## src/include/drive_input_pkg.sv

```systemverilog
package drive_input_pkg;
    // scan timing
    localparam int unsigned CLK_FREQ_HZ = 40_000_000;
    localparam int unsigned SCAN_SHORT_MS = 5;
    localparam int unsigned SCAN_LONG_MS = 10;
    localparam int unsigned SCAN_SHORT_CYC =
        CLK_FREQ_HZ / 1000 * SCAN_SHORT_MS;
    localparam int unsigned SCAN_LONG_CYC = CLK_FREQ_HZ / 1000 * SCAN_LONG_MS;
    localparam int unsigned SCAN_CNT_W = 19;

    // terminal count and code width
    localparam int unsigned NUM_TERM = 4;
    localparam int unsigned FUNC_W = 6;
    localparam int unsigned AN_W = 12;

    // function codes
    localparam logic [5:0] FN_THREE_WIRE_DIR = 6'h00;
    localparam logic [5:0] FN_TWO_WIRE_STOP = 6'h01;
    localparam logic [5:0] FN_SPEED_BIT1 = 6'h02;
    localparam logic [5:0] FN_SPEED_BIT4 = 6'h05;
    localparam logic [5:0] FN_JOG = 6'h06;
    localparam logic [5:0] FN_ACC_DEC_SWITCH = 6'h07;
    localparam logic [5:0] FN_BASEBLOCK_NO = 6'h08;
    localparam logic [5:0] FN_BASEBLOCK_NC = 6'h09;
    localparam logic [5:0] FN_SPEED_SEARCH1 = 6'h15;
    localparam logic [5:0] FN_SPEED_SEARCH2 = 6'h16;
    localparam logic [5:0] FN_MAX = 6'h21;

    // setting ranges
    localparam logic [1:0] RESPONSE_MAX = 2'h3;
    localparam logic [2:0] OVERLOAD_MAX = 3'h4;
    localparam logic [1:0] SOURCE_MAX = 2'h3;

    // source encodings
    localparam logic [1:0] SRC_VOLTAGE = 2'h0;
    localparam logic [1:0] SRC_CURRENT = 2'h1;
    localparam logic [1:0] SRC_SUM = 2'h2;
    localparam logic [1:0] SRC_DIFF = 2'h3;

    // brake current limit, percent of rated
    localparam int unsigned HOLD_BRAKE_PCT = 20;

    // values after reset
    localparam logic [1:0] RESPONSE_RST = 2'h0;
    localparam logic [2:0] OVERLOAD_RST = 3'h1;
    localparam logic [1:0] SOURCE_RST = 2'h0;
    localparam logic [5:0] TERM5_RST = 6'h02;
    localparam logic [5:0] TERM6_RST = 6'h03;
    localparam logic [5:0] TERM7_RST = 6'h06;
    localparam logic [5:0] TERM8_RST = 6'h08;

    typedef enum logic [3:0] {
        ACT_DECEL1 = 4'b0001,
        ACT_COAST = 4'b0010,
        ACT_DECEL2 = 4'b0100,
        ACT_CONTINUE = 4'b1000
    } fault_action_t;
endpackage : drive_input_pkg

```

## src/core/input_sync.sv

```systemverilog
`timescale 1ns/1ps
// three-stage synchroniser; change taken once stages two and three agree
module input_sync (
    // clock and reset
    input wire logic CORE_CLK_I,
    input wire logic SRST_I,
    // pin and result
    input wire logic async_i,
    output logic sync_o
);
    logic meta_reg;
    logic s2_reg;
    logic s3_reg;

    always_ff @(posedge CORE_CLK_I) begin
        if (SRST_I) begin
            meta_reg <= 1'b0;
            s2_reg <= 1'b0;
            s3_reg <= 1'b0;
        end else begin
            meta_reg <= async_i;
            s2_reg <= meta_reg;
            s3_reg <= s2_reg;
        end
    end

    always_ff @(posedge CORE_CLK_I) begin
        if (SRST_I) begin
            sync_o <= 1'b0;
        end else if (s2_reg == s3_reg) begin
            sync_o <= s3_reg;
        end
    end
endmodule : input_sync

```

## src/core/scan_timer.sv

```systemverilog
`timescale 1ns/1ps
// one-cycle tick at the selected scan period
module scan_timer (
    // clock and reset
    input wire logic CORE_CLK_I,
    input wire logic SRST_I,
    // control and tick
    input wire logic long_period_i,
    output logic tick_o
);
    localparam logic [18:0] SHORT_LAST =
        19'(drive_input_pkg::SCAN_SHORT_CYC - 1);
    localparam logic [18:0] LONG_LAST =
        19'(drive_input_pkg::SCAN_LONG_CYC - 1);

    logic [18:0] count_reg;
    logic [18:0] last;

    assign last = long_period_i ? LONG_LAST : SHORT_LAST;

    always_ff @(posedge CORE_CLK_I) begin
        if (SRST_I) begin
            count_reg <= 19'h0_0000;
            tick_o <= 1'b0;
        end else if (count_reg >= last) begin
            count_reg <= 19'h0_0000;
            tick_o <= 1'b1;
        end else begin
            count_reg <= count_reg + 19'h0_0001;
            tick_o <= 1'b0;
        end
    end
endmodule : scan_timer

```

## src/core/drive_input_fault_select.sv

```systemverilog
`timescale 1ns/1ps
// Overview of operation
// - terminal run and command, 0 V, forward run: hold by DC braking
// - holding brake current limited to one fifth of rated current
// - fault polarity 0 normally open, 1 normally closed
// - fault window 0 always, 1 only while running
// - fault response: decel first, coast, decel second, keep running
// - overload mode 0 off, 1 to 4 select thermal curve
// - thermal accumulator cleared at power off
// - frequency source: voltage, current loop, sum, difference
// - unipolar negative difference clamps reference to zero
// - bipolar voltage input maps minus to reverse, plus to forward
// - bipolar sources 0, 2, 3 take direction from command sign
// - four terminals each have a code from one shared table
// - code 00 three-wire direction, code 01 two-wire stop
// - codes 02 to 05 are multi-speed select bits 1 to 4
// - code 06 on selects jog frequency
// - code 07 off first ramp pair, on second pair
// - code 08 on blocks output stage
// - code 09 off blocks output stage
// - setting error: codes not increasing or both speed searches set
// - scan period 0 is 5 ms, 1 is 10 ms
module drive_input_fault_select (
    // clock and reset
    input wire logic CORE_CLK_I,
    input wire logic SRST_I,
    // settings
    input wire logic SETTINGS_LOAD_I,
    input wire logic ZERO_SPEED_BRAKE_ENABLE_I,
    input wire logic EXT_FAULT_POLARITY_I,
    input wire logic EXT_FAULT_WINDOW_I,
    input wire logic [1:0] EXT_FAULT_RESPONSE_I,
    input wire logic [2:0] MOTOR_OVERLOAD_MODE_I,
    input wire logic [1:0] FREQ_SOURCE_SELECT_I,
    input wire logic [5:0] TERMINAL5_FUNCTION_I,
    input wire logic [5:0] TERMINAL6_FUNCTION_I,
    input wire logic [5:0] TERMINAL7_FUNCTION_I,
    input wire logic [5:0] TERMINAL8_FUNCTION_I,
    input wire logic RUN_SOURCE_TERMINAL_I,
    input wire logic FREQ_COMMAND_TERMINAL_I,
    input wire logic BIPOLAR_INPUT_ENABLE_I,
    input wire logic INPUT_SCAN_PERIOD_I,
    input wire logic [7:0] DC_BRAKE_CURRENT_I,
    // field contacts
    input wire logic [3:0] TERMINAL_I,
    input wire logic EXT_FAULT_I,
    input wire logic FORWARD_RUN_I,
    input wire logic REVERSE_CMD_I,
    // drive state and analog
    input wire logic RUNNING_I,
    input wire logic POWER_OFF_I,
    input wire logic THERMAL_ADD_I,
    input wire logic signed [11:0] VOLTAGE_ANALOG_INPUT_I,
    input wire logic [11:0] CURRENT_LOOP_INPUT_I,
    // to sequencer
    output logic ZERO_SPEED_HOLD_O,
    output logic [7:0] HOLD_BRAKE_CURRENT_O,
    output logic EXT_FAULT_DETECTED_O,
    output logic [3:0] FAULT_ACTION_O,
    output logic OVERLOAD_ENABLE_O,
    output logic [1:0] OVERLOAD_CURVE_O,
    output logic [15:0] THERMAL_ACCUM_O,
    output logic [11:0] FREQ_REF_O,
    output logic FREQ_REVERSE_O,
    output logic THREE_WIRE_DIR_O,
    output logic TWO_WIRE_STOP_O,
    output logic [3:0] SPEED_SELECT_O,
    output logic JOG_SELECT_O,
    output logic SECOND_RAMP_O,
    output logic BASEBLOCK_O,
    output logic SETTING_ERROR_O
);
    localparam logic [7:0] HOLD_LIMIT =
        8'(drive_input_pkg::HOLD_BRAKE_PCT);

    logic response_ok;
    logic overload_ok;
    logic [1:0] fault_response_reg;
    logic [2:0] overload_mode_reg;
    logic [1:0] freq_source_reg;
    logic [5:0] term_func_reg [4];
    logic [5:0] term_func_in [4];
    logic [3:0] term_sync;
    logic [3:0] term_reg;
    logic fault_sync;
    logic fault_reg;
    logic fwd_sync;
    logic fwd_reg;
    logic scan_tick;
    logic fault_active;
    logic signed [13:0] v_ext;
    logic signed [13:0] i_ext;
    logic signed [13:0] freq_sum;
    logic [3:0] fn_three;
    logic [3:0] fn_stop;
    logic [3:0] fn_jog;
    logic [3:0] fn_ramp;
    logic [3:0] fn_bb;
    logic [3:0] speed_bits [4];
    logic [3:0] search1;
    logic [3:0] search2;
    logic order_bad;

    assign term_func_in[0] = TERMINAL5_FUNCTION_I;
    assign term_func_in[1] = TERMINAL6_FUNCTION_I;
    assign term_func_in[2] = TERMINAL7_FUNCTION_I;
    assign term_func_in[3] = TERMINAL8_FUNCTION_I;

    scan_timer u_scan (
        .CORE_CLK_I(CORE_CLK_I),
        .SRST_I(SRST_I),
        .long_period_i(INPUT_SCAN_PERIOD_I),
        .tick_o(scan_tick)
    );

    genvar g;
    generate
        for (g = 0; g < 4; g++) begin : g_term
            input_sync u_sync (
                .CORE_CLK_I(CORE_CLK_I),
                .SRST_I(SRST_I),
                .async_i(TERMINAL_I[g]),
                .sync_o(term_sync[g])
            );
        end
    endgenerate

    input_sync u_fault_sync (
        .CORE_CLK_I(CORE_CLK_I),
        .SRST_I(SRST_I),
        .async_i(EXT_FAULT_I),
        .sync_o(fault_sync)
    );

    input_sync u_fwd_sync (
        .CORE_CLK_I(CORE_CLK_I),
        .SRST_I(SRST_I),
        .async_i(FORWARD_RUN_I),
        .sync_o(fwd_sync)
    );

    // terminal, fault and forward contacts only move at scan instants
    always_ff @(posedge CORE_CLK_I) begin
        if (SRST_I) begin
            term_reg <= 4'h0;
            fault_reg <= 1'b0;
            fwd_reg <= 1'b0;
        end else if (scan_tick) begin
            term_reg <= term_sync;
            fault_reg <= fault_sync;
            fwd_reg <= fwd_sync;
        end
    end

    // settings latched on load, bad values dropped field by field
    assign response_ok = EXT_FAULT_RESPONSE_I <= drive_input_pkg::RESPONSE_MAX;
    assign overload_ok = MOTOR_OVERLOAD_MODE_I <=
        drive_input_pkg::OVERLOAD_MAX;

    always_ff @(posedge CORE_CLK_I) begin
        if (SRST_I) begin
            fault_response_reg <= drive_input_pkg::RESPONSE_RST;
            overload_mode_reg <= drive_input_pkg::OVERLOAD_RST;
            freq_source_reg <= drive_input_pkg::SOURCE_RST;
        end else if (SETTINGS_LOAD_I) begin
            if (response_ok) begin
                fault_response_reg <= EXT_FAULT_RESPONSE_I;
            end
            if (overload_ok) begin
                overload_mode_reg <= MOTOR_OVERLOAD_MODE_I;
            end
            freq_source_reg <= FREQ_SOURCE_SELECT_I;
        end
    end

    generate
        for (g = 0; g < 4; g++) begin : g_func
            logic [5:0] rst_code;
            assign rst_code = (g == 0) ? drive_input_pkg::TERM5_RST :
                (g == 1) ? drive_input_pkg::TERM6_RST :
                (g == 2) ? drive_input_pkg::TERM7_RST :
                drive_input_pkg::TERM8_RST;
            always_ff @(posedge CORE_CLK_I) begin
                if (SRST_I) begin
                    term_func_reg[g] <= rst_code;
                end else if (SETTINGS_LOAD_I &&
                        term_func_in[g] <= drive_input_pkg::FN_MAX) begin
                    term_func_reg[g] <= term_func_in[g];
                end
            end
            // per-terminal decode of the shared table
            assign fn_three[g] = term_reg[g] &&
                term_func_reg[g] == drive_input_pkg::FN_THREE_WIRE_DIR;
            assign fn_stop[g] = term_reg[g] &&
                term_func_reg[g] == drive_input_pkg::FN_TWO_WIRE_STOP;
            assign fn_jog[g] = term_reg[g] &&
                term_func_reg[g] == drive_input_pkg::FN_JOG;
            assign fn_ramp[g] = term_reg[g] &&
                term_func_reg[g] == drive_input_pkg::FN_ACC_DEC_SWITCH;
            // N.O. block when on, N.C. block when off
            assign fn_bb[g] = (term_func_reg[g] ==
                drive_input_pkg::FN_BASEBLOCK_NO && term_reg[g]) ||
                (term_func_reg[g] == drive_input_pkg::FN_BASEBLOCK_NC &&
                !term_reg[g]);
            for (genvar b = 0; b < 4; b++) begin : g_bit
                assign speed_bits[b][g] = term_reg[g] && term_func_reg[g] ==
                    6'(drive_input_pkg::FN_SPEED_BIT1 + 6'(b));
            end
            assign search1[g] =
                term_func_reg[g] == drive_input_pkg::FN_SPEED_SEARCH1;
            assign search2[g] =
                term_func_reg[g] == drive_input_pkg::FN_SPEED_SEARCH2;
        end
    endgenerate

    assign order_bad = !(term_func_reg[0] < term_func_reg[1] &&
        term_func_reg[1] < term_func_reg[2] &&
        term_func_reg[2] < term_func_reg[3]);

    // decoded terminal commands
    always_ff @(posedge CORE_CLK_I) begin
        if (SRST_I) begin
            THREE_WIRE_DIR_O <= 1'b0;
            TWO_WIRE_STOP_O <= 1'b0;
            SPEED_SELECT_O <= 4'h0;
            JOG_SELECT_O <= 1'b0;
            SECOND_RAMP_O <= 1'b0;
            BASEBLOCK_O <= 1'b0;
            SETTING_ERROR_O <= 1'b0;
        end else begin
            THREE_WIRE_DIR_O <= |fn_three;
            TWO_WIRE_STOP_O <= |fn_stop;
            SPEED_SELECT_O <= {|speed_bits[3], |speed_bits[2],
                |speed_bits[1], |speed_bits[0]};
            JOG_SELECT_O <= |fn_jog;
            SECOND_RAMP_O <= |fn_ramp;
            BASEBLOCK_O <= |fn_bb;
            SETTING_ERROR_O <= order_bad || (|search1 && |search2);
        end
    end

    // external fault: polarity then window
    assign fault_active = (fault_reg ^ EXT_FAULT_POLARITY_I) &&
        (!EXT_FAULT_WINDOW_I || RUNNING_I);

    always_ff @(posedge CORE_CLK_I) begin
        if (SRST_I) begin
            EXT_FAULT_DETECTED_O <= 1'b0;
            FAULT_ACTION_O <= 4'h0;
        end else begin
            EXT_FAULT_DETECTED_O <= fault_active;
            if (!fault_active) begin
                FAULT_ACTION_O <= 4'h0;
            end else begin
                unique case (fault_response_reg)
                    2'h0: FAULT_ACTION_O <= drive_input_pkg::ACT_DECEL1;
                    2'h1: FAULT_ACTION_O <= drive_input_pkg::ACT_COAST;
                    2'h2: FAULT_ACTION_O <= drive_input_pkg::ACT_DECEL2;
                    2'h3: FAULT_ACTION_O <= drive_input_pkg::ACT_CONTINUE;
                endcase
            end
        end
    end

    // overload select and thermal accumulator
    always_ff @(posedge CORE_CLK_I) begin
        if (SRST_I) begin
            OVERLOAD_ENABLE_O <= 1'b0;
            OVERLOAD_CURVE_O <= 2'h0;
        end else begin
            OVERLOAD_ENABLE_O <= overload_mode_reg != 3'h0;
            OVERLOAD_CURVE_O <= 2'(overload_mode_reg - 3'h1);
        end
    end

    always_ff @(posedge CORE_CLK_I) begin
        if (SRST_I || POWER_OFF_I) begin
            THERMAL_ACCUM_O <= 16'h0000;
        end else if (THERMAL_ADD_I && OVERLOAD_ENABLE_O &&
                THERMAL_ACCUM_O != 16'hFFFF) begin
            THERMAL_ACCUM_O <= THERMAL_ACCUM_O + 16'h0001;
        end
    end

    // frequency command; current loop is offset-removed magnitude
    assign v_ext = BIPOLAR_INPUT_ENABLE_I ?
        14'(VOLTAGE_ANALOG_INPUT_I) :
        {2'b00, VOLTAGE_ANALOG_INPUT_I[11] ? 12'h000 :
        VOLTAGE_ANALOG_INPUT_I};
    assign i_ext = {2'b00, CURRENT_LOOP_INPUT_I};

    always_comb begin
        unique case (freq_source_reg)
            drive_input_pkg::SRC_VOLTAGE: freq_sum = v_ext;
            drive_input_pkg::SRC_CURRENT: freq_sum = i_ext;
            drive_input_pkg::SRC_SUM: freq_sum = v_ext + i_ext;
            drive_input_pkg::SRC_DIFF: freq_sum = v_ext - i_ext;
        endcase
    end

    always_ff @(posedge CORE_CLK_I) begin
        if (SRST_I) begin
            FREQ_REF_O <= 12'h000;
            FREQ_REVERSE_O <= 1'b0;
        end else if (freq_sum < 0 && !BIPOLAR_INPUT_ENABLE_I) begin
            FREQ_REF_O <= 12'h000;
            FREQ_REVERSE_O <= REVERSE_CMD_I;
        end else if (!BIPOLAR_INPUT_ENABLE_I ||
                freq_source_reg == drive_input_pkg::SRC_CURRENT) begin
            // magnitude saturates at full scale
            FREQ_REF_O <= (freq_sum > 14'sd4095) ? 12'hFFF : freq_sum[11:0];
            FREQ_REVERSE_O <= REVERSE_CMD_I;
        end else begin
            FREQ_REF_O <= (freq_sum < 0) ?
                ((-freq_sum > 14'sd4095) ? 12'hFFF : 12'(-freq_sum)) :
                ((freq_sum > 14'sd4095) ? 12'hFFF : freq_sum[11:0]);
            FREQ_REVERSE_O <= freq_sum < 0;
        end
    end

    // zero-speed holding brake
    always_ff @(posedge CORE_CLK_I) begin
        if (SRST_I) begin
            ZERO_SPEED_HOLD_O <= 1'b0;
            HOLD_BRAKE_CURRENT_O <= 8'h00;
        end else begin
            ZERO_SPEED_HOLD_O <= ZERO_SPEED_BRAKE_ENABLE_I &&
                RUN_SOURCE_TERMINAL_I && FREQ_COMMAND_TERMINAL_I &&
                fwd_reg && VOLTAGE_ANALOG_INPUT_I == 12'sh000;
            HOLD_BRAKE_CURRENT_O <= (DC_BRAKE_CURRENT_I > HOLD_LIMIT) ?
                HOLD_LIMIT : DC_BRAKE_CURRENT_I;
        end
    end
endmodule : drive_input_fault_select

```

## config.mk

```make
export PLATFORM = sky130hd
export DESIGN_NAME = drive_input_fault_select
export DESIGN_NICKNAME = d
export VERILOG_FILES = /design/src/include/drive_input_pkg.sv /design/src/core/input_sync.sv /design/src/core/scan_timer.sv /design/src/core/drive_input_fault_select.sv
export SDC_FILE = /design/constraint.sdc
export NUM_CORES = 1
export LEC_CHECK = 0
export BUFFER_PORTS_ARGS = -buffer_cell sky130_fd_sc_hd__buf_2
export CAP_MARGIN = 10
export CORE_MARGIN = 1.5
export CORE_UTILIZATION = 25
export DETAILED_ROUTE_END_ITERATION = 12
export GPL_TIMING_DRIVEN = 0
export PLACE_DENSITY = 0.47
export SLEW_MARGIN = 10
export SYNTH_ARGS = -nofsm -noshare
export SYNTH_HDL_FRONTEND = slang
export SYNTH_SLANG_ARGS = --single-unit
```

## constraint.sdc

```tcl
create_clock -name CORE_CLK_I -period 4.65 [get_ports CORE_CLK_I]
set_clock_uncertainty 0.1 [all_clocks]
set_input_delay 0.93 -clock CORE_CLK_I [delete_from_list [all_inputs] [get_ports CORE_CLK_I]]
set_output_delay 0.93 -clock CORE_CLK_I [all_outputs]
set_load 0.01 [all_outputs]
```

Yosys cells after proc, flatten, opt, wreduce, memory -nomap -nowiden
Memory sizes are Yosys's and may differ from the RTL's.
Cells that the tools add are included.
W data, S select, Z words.
{"block": "classes", "addsub": 6, "order_cmp": 14, "eq_ne": 57, "muxes": 31, "n_bitwise": 6, "reduce_logical": 95}
{"operator": "$eq A6 B3 Y1 const B", "n": 16}
{"operator": "$pmux W14 S4", "n": 1}
{"operator": "$logic_and A1 B1 Y1", "n": 55}
{"operator": "$eq A6 B2 Y1 const B", "n": 8}
{"operator": "$eq A6 B4 Y1 const B", "n": 8}
{"operator": "$eq A6 B5 Y1 const B", "n": 8}
{"operator": "$mux W12", "n": 4}
{"operator": "$reduce_or A4 Y1", "n": 11}
{"operator": "$gt A14 B13 Y1 const B", "n": 2}
{"operator": "$eq A6 B1 Y1 const B", "n": 4}
{"operator": "$le A6 B6 Y1 const B", "n": 4}
{"operator": "$logic_not A6 Y1", "n": 4}
{"operator": "$mux W6", "n": 4}
{"operator": "$add A19 B1 Y19 const B", "n": 1}
{"operator": "$ge A19 B19 Y1", "n": 1}
{"operator": "$mux W19", "n": 1}
{"operator": "$lt A6 B6 Y1", "n": 3}
{"operator": "$mux W1", "n": 17}
{"operator": "$add A16 B1 Y16 const B", "n": 1}
{"operator": "$ne A16 B16 Y1 const B", "n": 1}
{"operator": "$pmux W4 S4", "n": 1}
{"operator": "$add A14 B13 Y14", "n": 1}
{"operator": "$lt A14 B1 Y1 const B", "n": 1}
{"operator": "$mux W14", "n": 1}
{"operator": "other kinds (21)", "n": 51}
{"block": "word_totals", "regBits": 113, "ram_bits": 24, "inputBits": 83, "output_inout_bits": 56, "word_cells": 259, "mem_count": 1}
{"memory": "term_func_reg", "words": 4, "width": 6, "read_ports": 4, "rd_clocked_by_memory_dff": 0, "write_ports": 4, "line": "drive_input_fault_select.sv:81", "text": "logic [5:0] term_func_reg [4];"}

Longest topological paths before layout
{"block": "depth", "word_depth": 9, "mapped_depth": 20, "mapped_depth_nobuf": 17}

Modules after synthesis
A second synthesis with hierarchy kept.
{"block": "unflattened", "cells_unflattened": 873, "area_unflattened_um2": 7706.1}
{"mod": "drive_input_fault_select", "n_inst": 1, "cells_each": 702, "area_per_inst_um2": 6000.8, "seq_area_each_um2": 2102.0}
{"mod": "scan_timer", "n_inst": 1, "cells_each": 111, "area_per_inst_um2": 1029.7, "seq_area_each_um2": 400.4}
{"mod": "input_sync", "n_inst": 6, "cells_each": 10, "area_per_inst_um2": 112.6, "seq_area_each_um2": 80.1}

Least setup slack after synthesis
Ideal clock, no wire load.
{"block": "synth_timing", "path_kind": "input-to-reg", "start": "in CURRENT_LOOP_INPUT_I[6]", "end": "reg FREQ_REF_O[7]", "setup_time_ns": 0.079, "arrival_ns": 4.185, "t_required_ns": 4.471, "slack_ns": 0.286, "stages": 17, "path_buffers": 2, "path_cell_list": "nor4_1 -> nand4_1 -> o21ai_0 -> xor2_1 -> ha_1 -> clkbuf_1 -> a21o_1 -> xnor2_1 -> a41o_1 -> a31oi_1 -> nor4_2 -> nand3_2 -> or3_4 -> and3_4 -> buf_6 -> a21o_1 -> a211oi_2"}
{"block": "synth_via", "elab_chain_len": 7, "word_cells_on_any_way": 13, "classes_between": "3 x add/sub; 3 x order compare; 5 x mux; 2 x reduce/logical"}
{"item": "from (decl)", "line": "drive_input_fault_select.sv:54", "text": "input wire logic [11:0] CURRENT_LOOP_INPUT_I,"}
{"item": "$sub A14 B13 Y14 or $add A14 B13 Y14 (tied branches)", "line": "drive_input_fault_select.sv:297, drive_input_fault_select.sv:296"}
{"item": "$pmux W14 S4 *", "line": "drive_input_fault_select.sv:293", "text": "unique case (freq_source_reg)"}
{"item": "$neg A14 Y14", "line": "drive_input_fault_select.sv:315", "text": "((-freq_sum > 14'sd4095) ? 12'hFFF : 12'(-freq_sum)) :"}
{"item": "$gt A14 B13 Y1", "line": "drive_input_fault_select.sv:315"}
{"item": "$mux W12", "line": "drive_input_fault_select.sv:315"}
{"item": "$mux W12", "line": "drive_input_fault_select.sv:314", "text": "FREQ_REF_O <= (freq_sum < 0) ?"}
{"item": "$mux W12", "line": "drive_input_fault_select.sv:308", "text": "end else if (!BIPOLAR_INPUT_ENABLE_I ||"}
{"item": "to (signal assigned)", "line": "drive_input_fault_select.sv:311", "text": "FREQ_REF_O <= (freq_sum > 14'sd4095) ? 12'hFFF : freq_sum[11:0];"}
{"item": "to (signal assigned)", "line": "drive_input_fault_select.sv:314"}
{"item": "to (decl)", "line": "drive_input_fault_select.sv:63", "text": "output logic [11:0] FREQ_REF_O,"}
Mark *: on every way between the ends. The rest lies on a longest branch, timed or not.
A chain may end at the register's enable or synchronous reset.

Worst setup path after layout
{"block": "layout_timing", "start": "in BIPOLAR_INPUT_ENABLE_I", "end": "reg FREQ_REF_O[7]"}
{"block": "layout_via", "elab_chain_len": 8, "word_cells_on_any_way": 16, "classes_between": "3 x add/sub; 3 x order compare; 6 x mux; 4 x reduce/logical"}
{"item": "from (decl)", "line": "drive_input_fault_select.sv:41", "text": "input wire logic BIPOLAR_INPUT_ENABLE_I,"}
{"item": "$mux W14", "line": "drive_input_fault_select.sv:286", "text": "assign v_ext = BIPOLAR_INPUT_ENABLE_I ?"}
{"item": "$sub A14 B13 Y14 or $add A14 B13 Y14 (tied branches)", "line": "drive_input_fault_select.sv:297, drive_input_fault_select.sv:296"}
{"item": "$pmux W14 S4", "line": "drive_input_fault_select.sv:293"}
{"item": "$neg A14 Y14", "line": "drive_input_fault_select.sv:315"}
{"item": "$gt A14 B13 Y1", "line": "drive_input_fault_select.sv:315"}
{"item": "$mux W12", "line": "drive_input_fault_select.sv:315"}
{"item": "$mux W12", "line": "drive_input_fault_select.sv:314"}
{"item": "$mux W12", "line": "drive_input_fault_select.sv:308"}
Parallel ways exist; a longest one is shown, timed or not.

==> run summary <==
H-tree Lvls: 4
R2R setup slack: 0.30 ns
Worst VDD drop: 0.000207 V
Final-stage net count: 1,165
Power density over cell area: 335 nW/um2
Total GRT Usage: 14.2%
Final setup viols: 0
Gp weighted congestion: 0.883
TritonCTS sink count: 137
FF-to-FF Start: freq_source_reg[1]
Final setup margin: 0.266 ns
Met1 Use GR: 18.5%
Layout cell share with drive strength beyond 1: 20.4%
Clk root buf: clkbuf_16
CTS buffer count: 17
First-pass GRT wire length: 34,600 um
Yosys cell types: 75
Most frequent cells in the layout: buf_2, dfxtp_1, nor2_1
PortBufs: 138
Post-DP HPWL: 16,600 um
Post-layout instance count excluding filler cells: 1,446
Measured slew at the worst slew-check pin: 0.949 ns
I/O pins: 139
Outcome: finished clean
Residual DRC: 0
Critical path's largest stage delay: 0.45 ns
Worst Setup EP: FREQ_REF_O[7]
Vias per cell: 4.74
Worst-Skew Late Latency: 0.42 ns
Vias: 6,850
Seq/Total Area, Yosys: 39.3%
Crit-path max FO: 10
Largest net degree at the start of global routing: 17
Gr ovfl total: 0
Top cell type's share of synthesized area: 29.8%
Core Area: 29,800 um2
Clock transition at the registers of the reported paths: 0.07 ns
Cell type with the largest total area after synthesis: dfxtp_1
Worst setup path start: BIPOLAR_INPUT_ENABLE_I
Max Cap Viol: 0
Pleak: 3.97 nW
Yosys reg bits: 137
WL/cell: 15.1 um
Cell row count: 63
Commonest non-fill, non-tap cell in the layout: buf_2
Max Clock Freq: 228 MHz
Die height: 177 um
Worst reg2reg path depth: 18
Mapped cell area: 7590 um2
Reg2reg end: FREQ_REF_O[7]
Total routed wirelength: 21,800 um
Max reg flops: 24
Fin. max-slew vios: 0
Mapped Avg Cell Area: 8.62 um2
CTS Buffer Depth: 2
Placed insts: 1,410
Fin. Hold Viols: 0
CP Class: primary input to flip-flop
Syn. warnings: 0
Critical path launch point type: primary input
Minimum clock period: 4.38 ns
Slowest cell on crit path: fa_1
HP Class: flip-flop to flip-flop
Place WS: -0.611 ns
Initial DRC Count: 352
Crit path max-delay family: simple AND/OR/NAND/NOR gates
GRT met2 Usage: 23.4%
Buf+Inv Stages, Crit Path: 4
Initial antenna violation count: 3
RSZ-0062 raised after global routing: false
Die X: 177 um
Gr busiest metal: met2
Die area: 31,400 um2
Main area contributors after synthesis: dfxtp_1, edfxtp_1, ha_1
Worst Path Required: 4.89 ns
Initial core utilization: 25.5%
Final worst-path cycle share: 94.3%
Vias in the first global route: 6,602
Number of stages on the worst setup path: 17
Finished Cell Area: 9450 um2
CP arrival: 4.62 ns
Drt pass-1 iters: 5
Placed cell area: 8770 um2
Asr flop ratio synth: 0%
CP Capture Type: flip-flop
Slew HR: 36.8%
CTS tree: done
Hold_buf cts: 0
Worst path cell trace: buf_2, nand2b_1, buf_2, and2_1, inv_1, fa_1, nand2b_1, a211o_1, a21boi_0, nor3b_1, nor4_2, nand3_2, or3_4, and3_4, buf_6, a21o_1, a211oi_2
Post-synth EDFFs: 24
Main synth FF type: dfxtp_1
Area growth syn-to-layout: 24.6%
Post-Synthesis Cells: 880
Detail Route Antenna Nets: 0
Met3 usage: 3.46%
## worst register-to-register path, cell delays in order (launching register included)
cell,delay [ns]
dfxtp_1,0.30
buf_2,0.19
clkbuf_4,0.27
inv_2,0.14
nor2_2,0.19
a21oi_1,0.08
xnor2_1,0.15
ha_1,0.37
nand2_1,0.12
a211oi_4,0.37
o21a_1,0.21
o211ai_1,0.15
nor4_2,0.43
nand3_2,0.15
or3_4,0.38
and3_4,0.19
buf_6,0.12
a21o_1,0.18
a211oi_2,0.19
## where the power goes
part / total (W) / internal [W] / leakage [nW] / switching, W
Combinational: 0.000511 / 0.000204 / 2.53 / 0.000307
Clock: 0.00136 / 0.000760 / 0.278 / 0.000596
Sequential: 0.00130 / 0.00126 / 1.16 / 0.0000357
Total: 0.00316 / 0.00222 / 3.97 / 0.000939
## kinds of logic after synthesis
family,count (synthesis),share of synthesized area (%)
AOI/OAI and AO/OA,180,16.4
muxes,12,1.62
xor gates and xnor gates,52,6.00
and+or+nand+nor,380,25.6
adders and majority gates,42,7.02
DFF,137,39.3
buffers and inverters,76,4.02
other,1,0.0494
## metal layers
layer | wire length (um) | vias to the layer above | part of all wire [%]
li1 | - | 3457 | -
met5 | 13 | - | 0.060
met2 | 10000 | 162 | 46
met1 | 10400 | 3212 | 48
met3 | 1090 | 17 | 5.0
met4 | 261 | 2 | 1.2
## synthesized netlist by cell type, types with 6 or more instances
master,n
and3_1,16
nor2_1,97
nand2_1,76
a21oi_1,36
xnor2_1,17
edfxtp_1,24
inv_1,40
nor2b_1,27
ha_1,41
o21ai_1,9
nor3_1,20
or3_1,10
dfxtp_1,113
a31oi_1,19
nor4_1,8
nand2b_1,18
a211oi_1,9
and2_1,31
buf_2,7
nand3_1,29
o21ai_0,28
clkbuf_1,21
xor2_1,35
o31ai_1,6
mux2i_1,10
a21o_1,16
nand4_1,20
## metrics by stage
stage / hold slack (ns) / util (%) / setup TNS, ns / total power (W)
2_1_floorplan: 0.313 / - / 0 / 0.00164
3_3_place_gp: 0.322 / 29.4 / -4.97 / 0.00182
3_5_place_dp: 0.324 / 29.4 / -5.06 / 0.00182
4_1_cts: 0.339 / 31.4 / 0 / 0.00320
5_1_grt: 0.363 / 31.7 / 0 / 0.00333
6_report: 0.338 / 31.7 / 0 / 0.00316
## repair_timing
item / 4_1_cts / 5_1_grt
pin swaps: 0 / 4
resized for setup: 4 / 15
buffers inserted: 0 / 3
setup endpoints to repair: 9 / 12
## cell type report
cell class / count / area, um2
Fill cell: 3211 / 20300
Antenna cell: 3 / 7.51
Clock buffer: 20 / 478
Sequential cell: 137 / 2980
Inverter: 42 / 158
Timing Repair Buffer: 141 / 713
Multi-Input combinational cell: 669 / 4380
Clock inverter: 12 / 101
Tap cell: 390 / 488
Buffer: 32 / 143
## worst min-delay path by stage
| stage | from | end | slack, ns | cells after the start |
|---|---|---|---|---|
| after floorplan | u_scan.count_reg[0] | u_scan.count_reg[0] | 0.31 | 1 |
| after global placement | g_term[3].u_sync.meta_reg | g_term[3].u_sync.s2_reg | 0.32 | 1 |
| after detailed placement | g_term[2].u_sync.meta_reg | g_term[2].u_sync.s2_reg | 0.32 | 1 |
| after CTS | g_term[2].u_sync.meta_reg | g_term[2].u_sync.s2_reg | 0.34 | 1 |
| after global routing | g_term[0].u_sync.s3_reg | g_term[0].u_sync.sync_o | 0.36 | 2 |
| final | g_term[1].u_sync.meta_reg | g_term[1].u_sync.s2_reg | 0.34 | 1 |
Note: power is estimated with default switching activity, not from simulation.
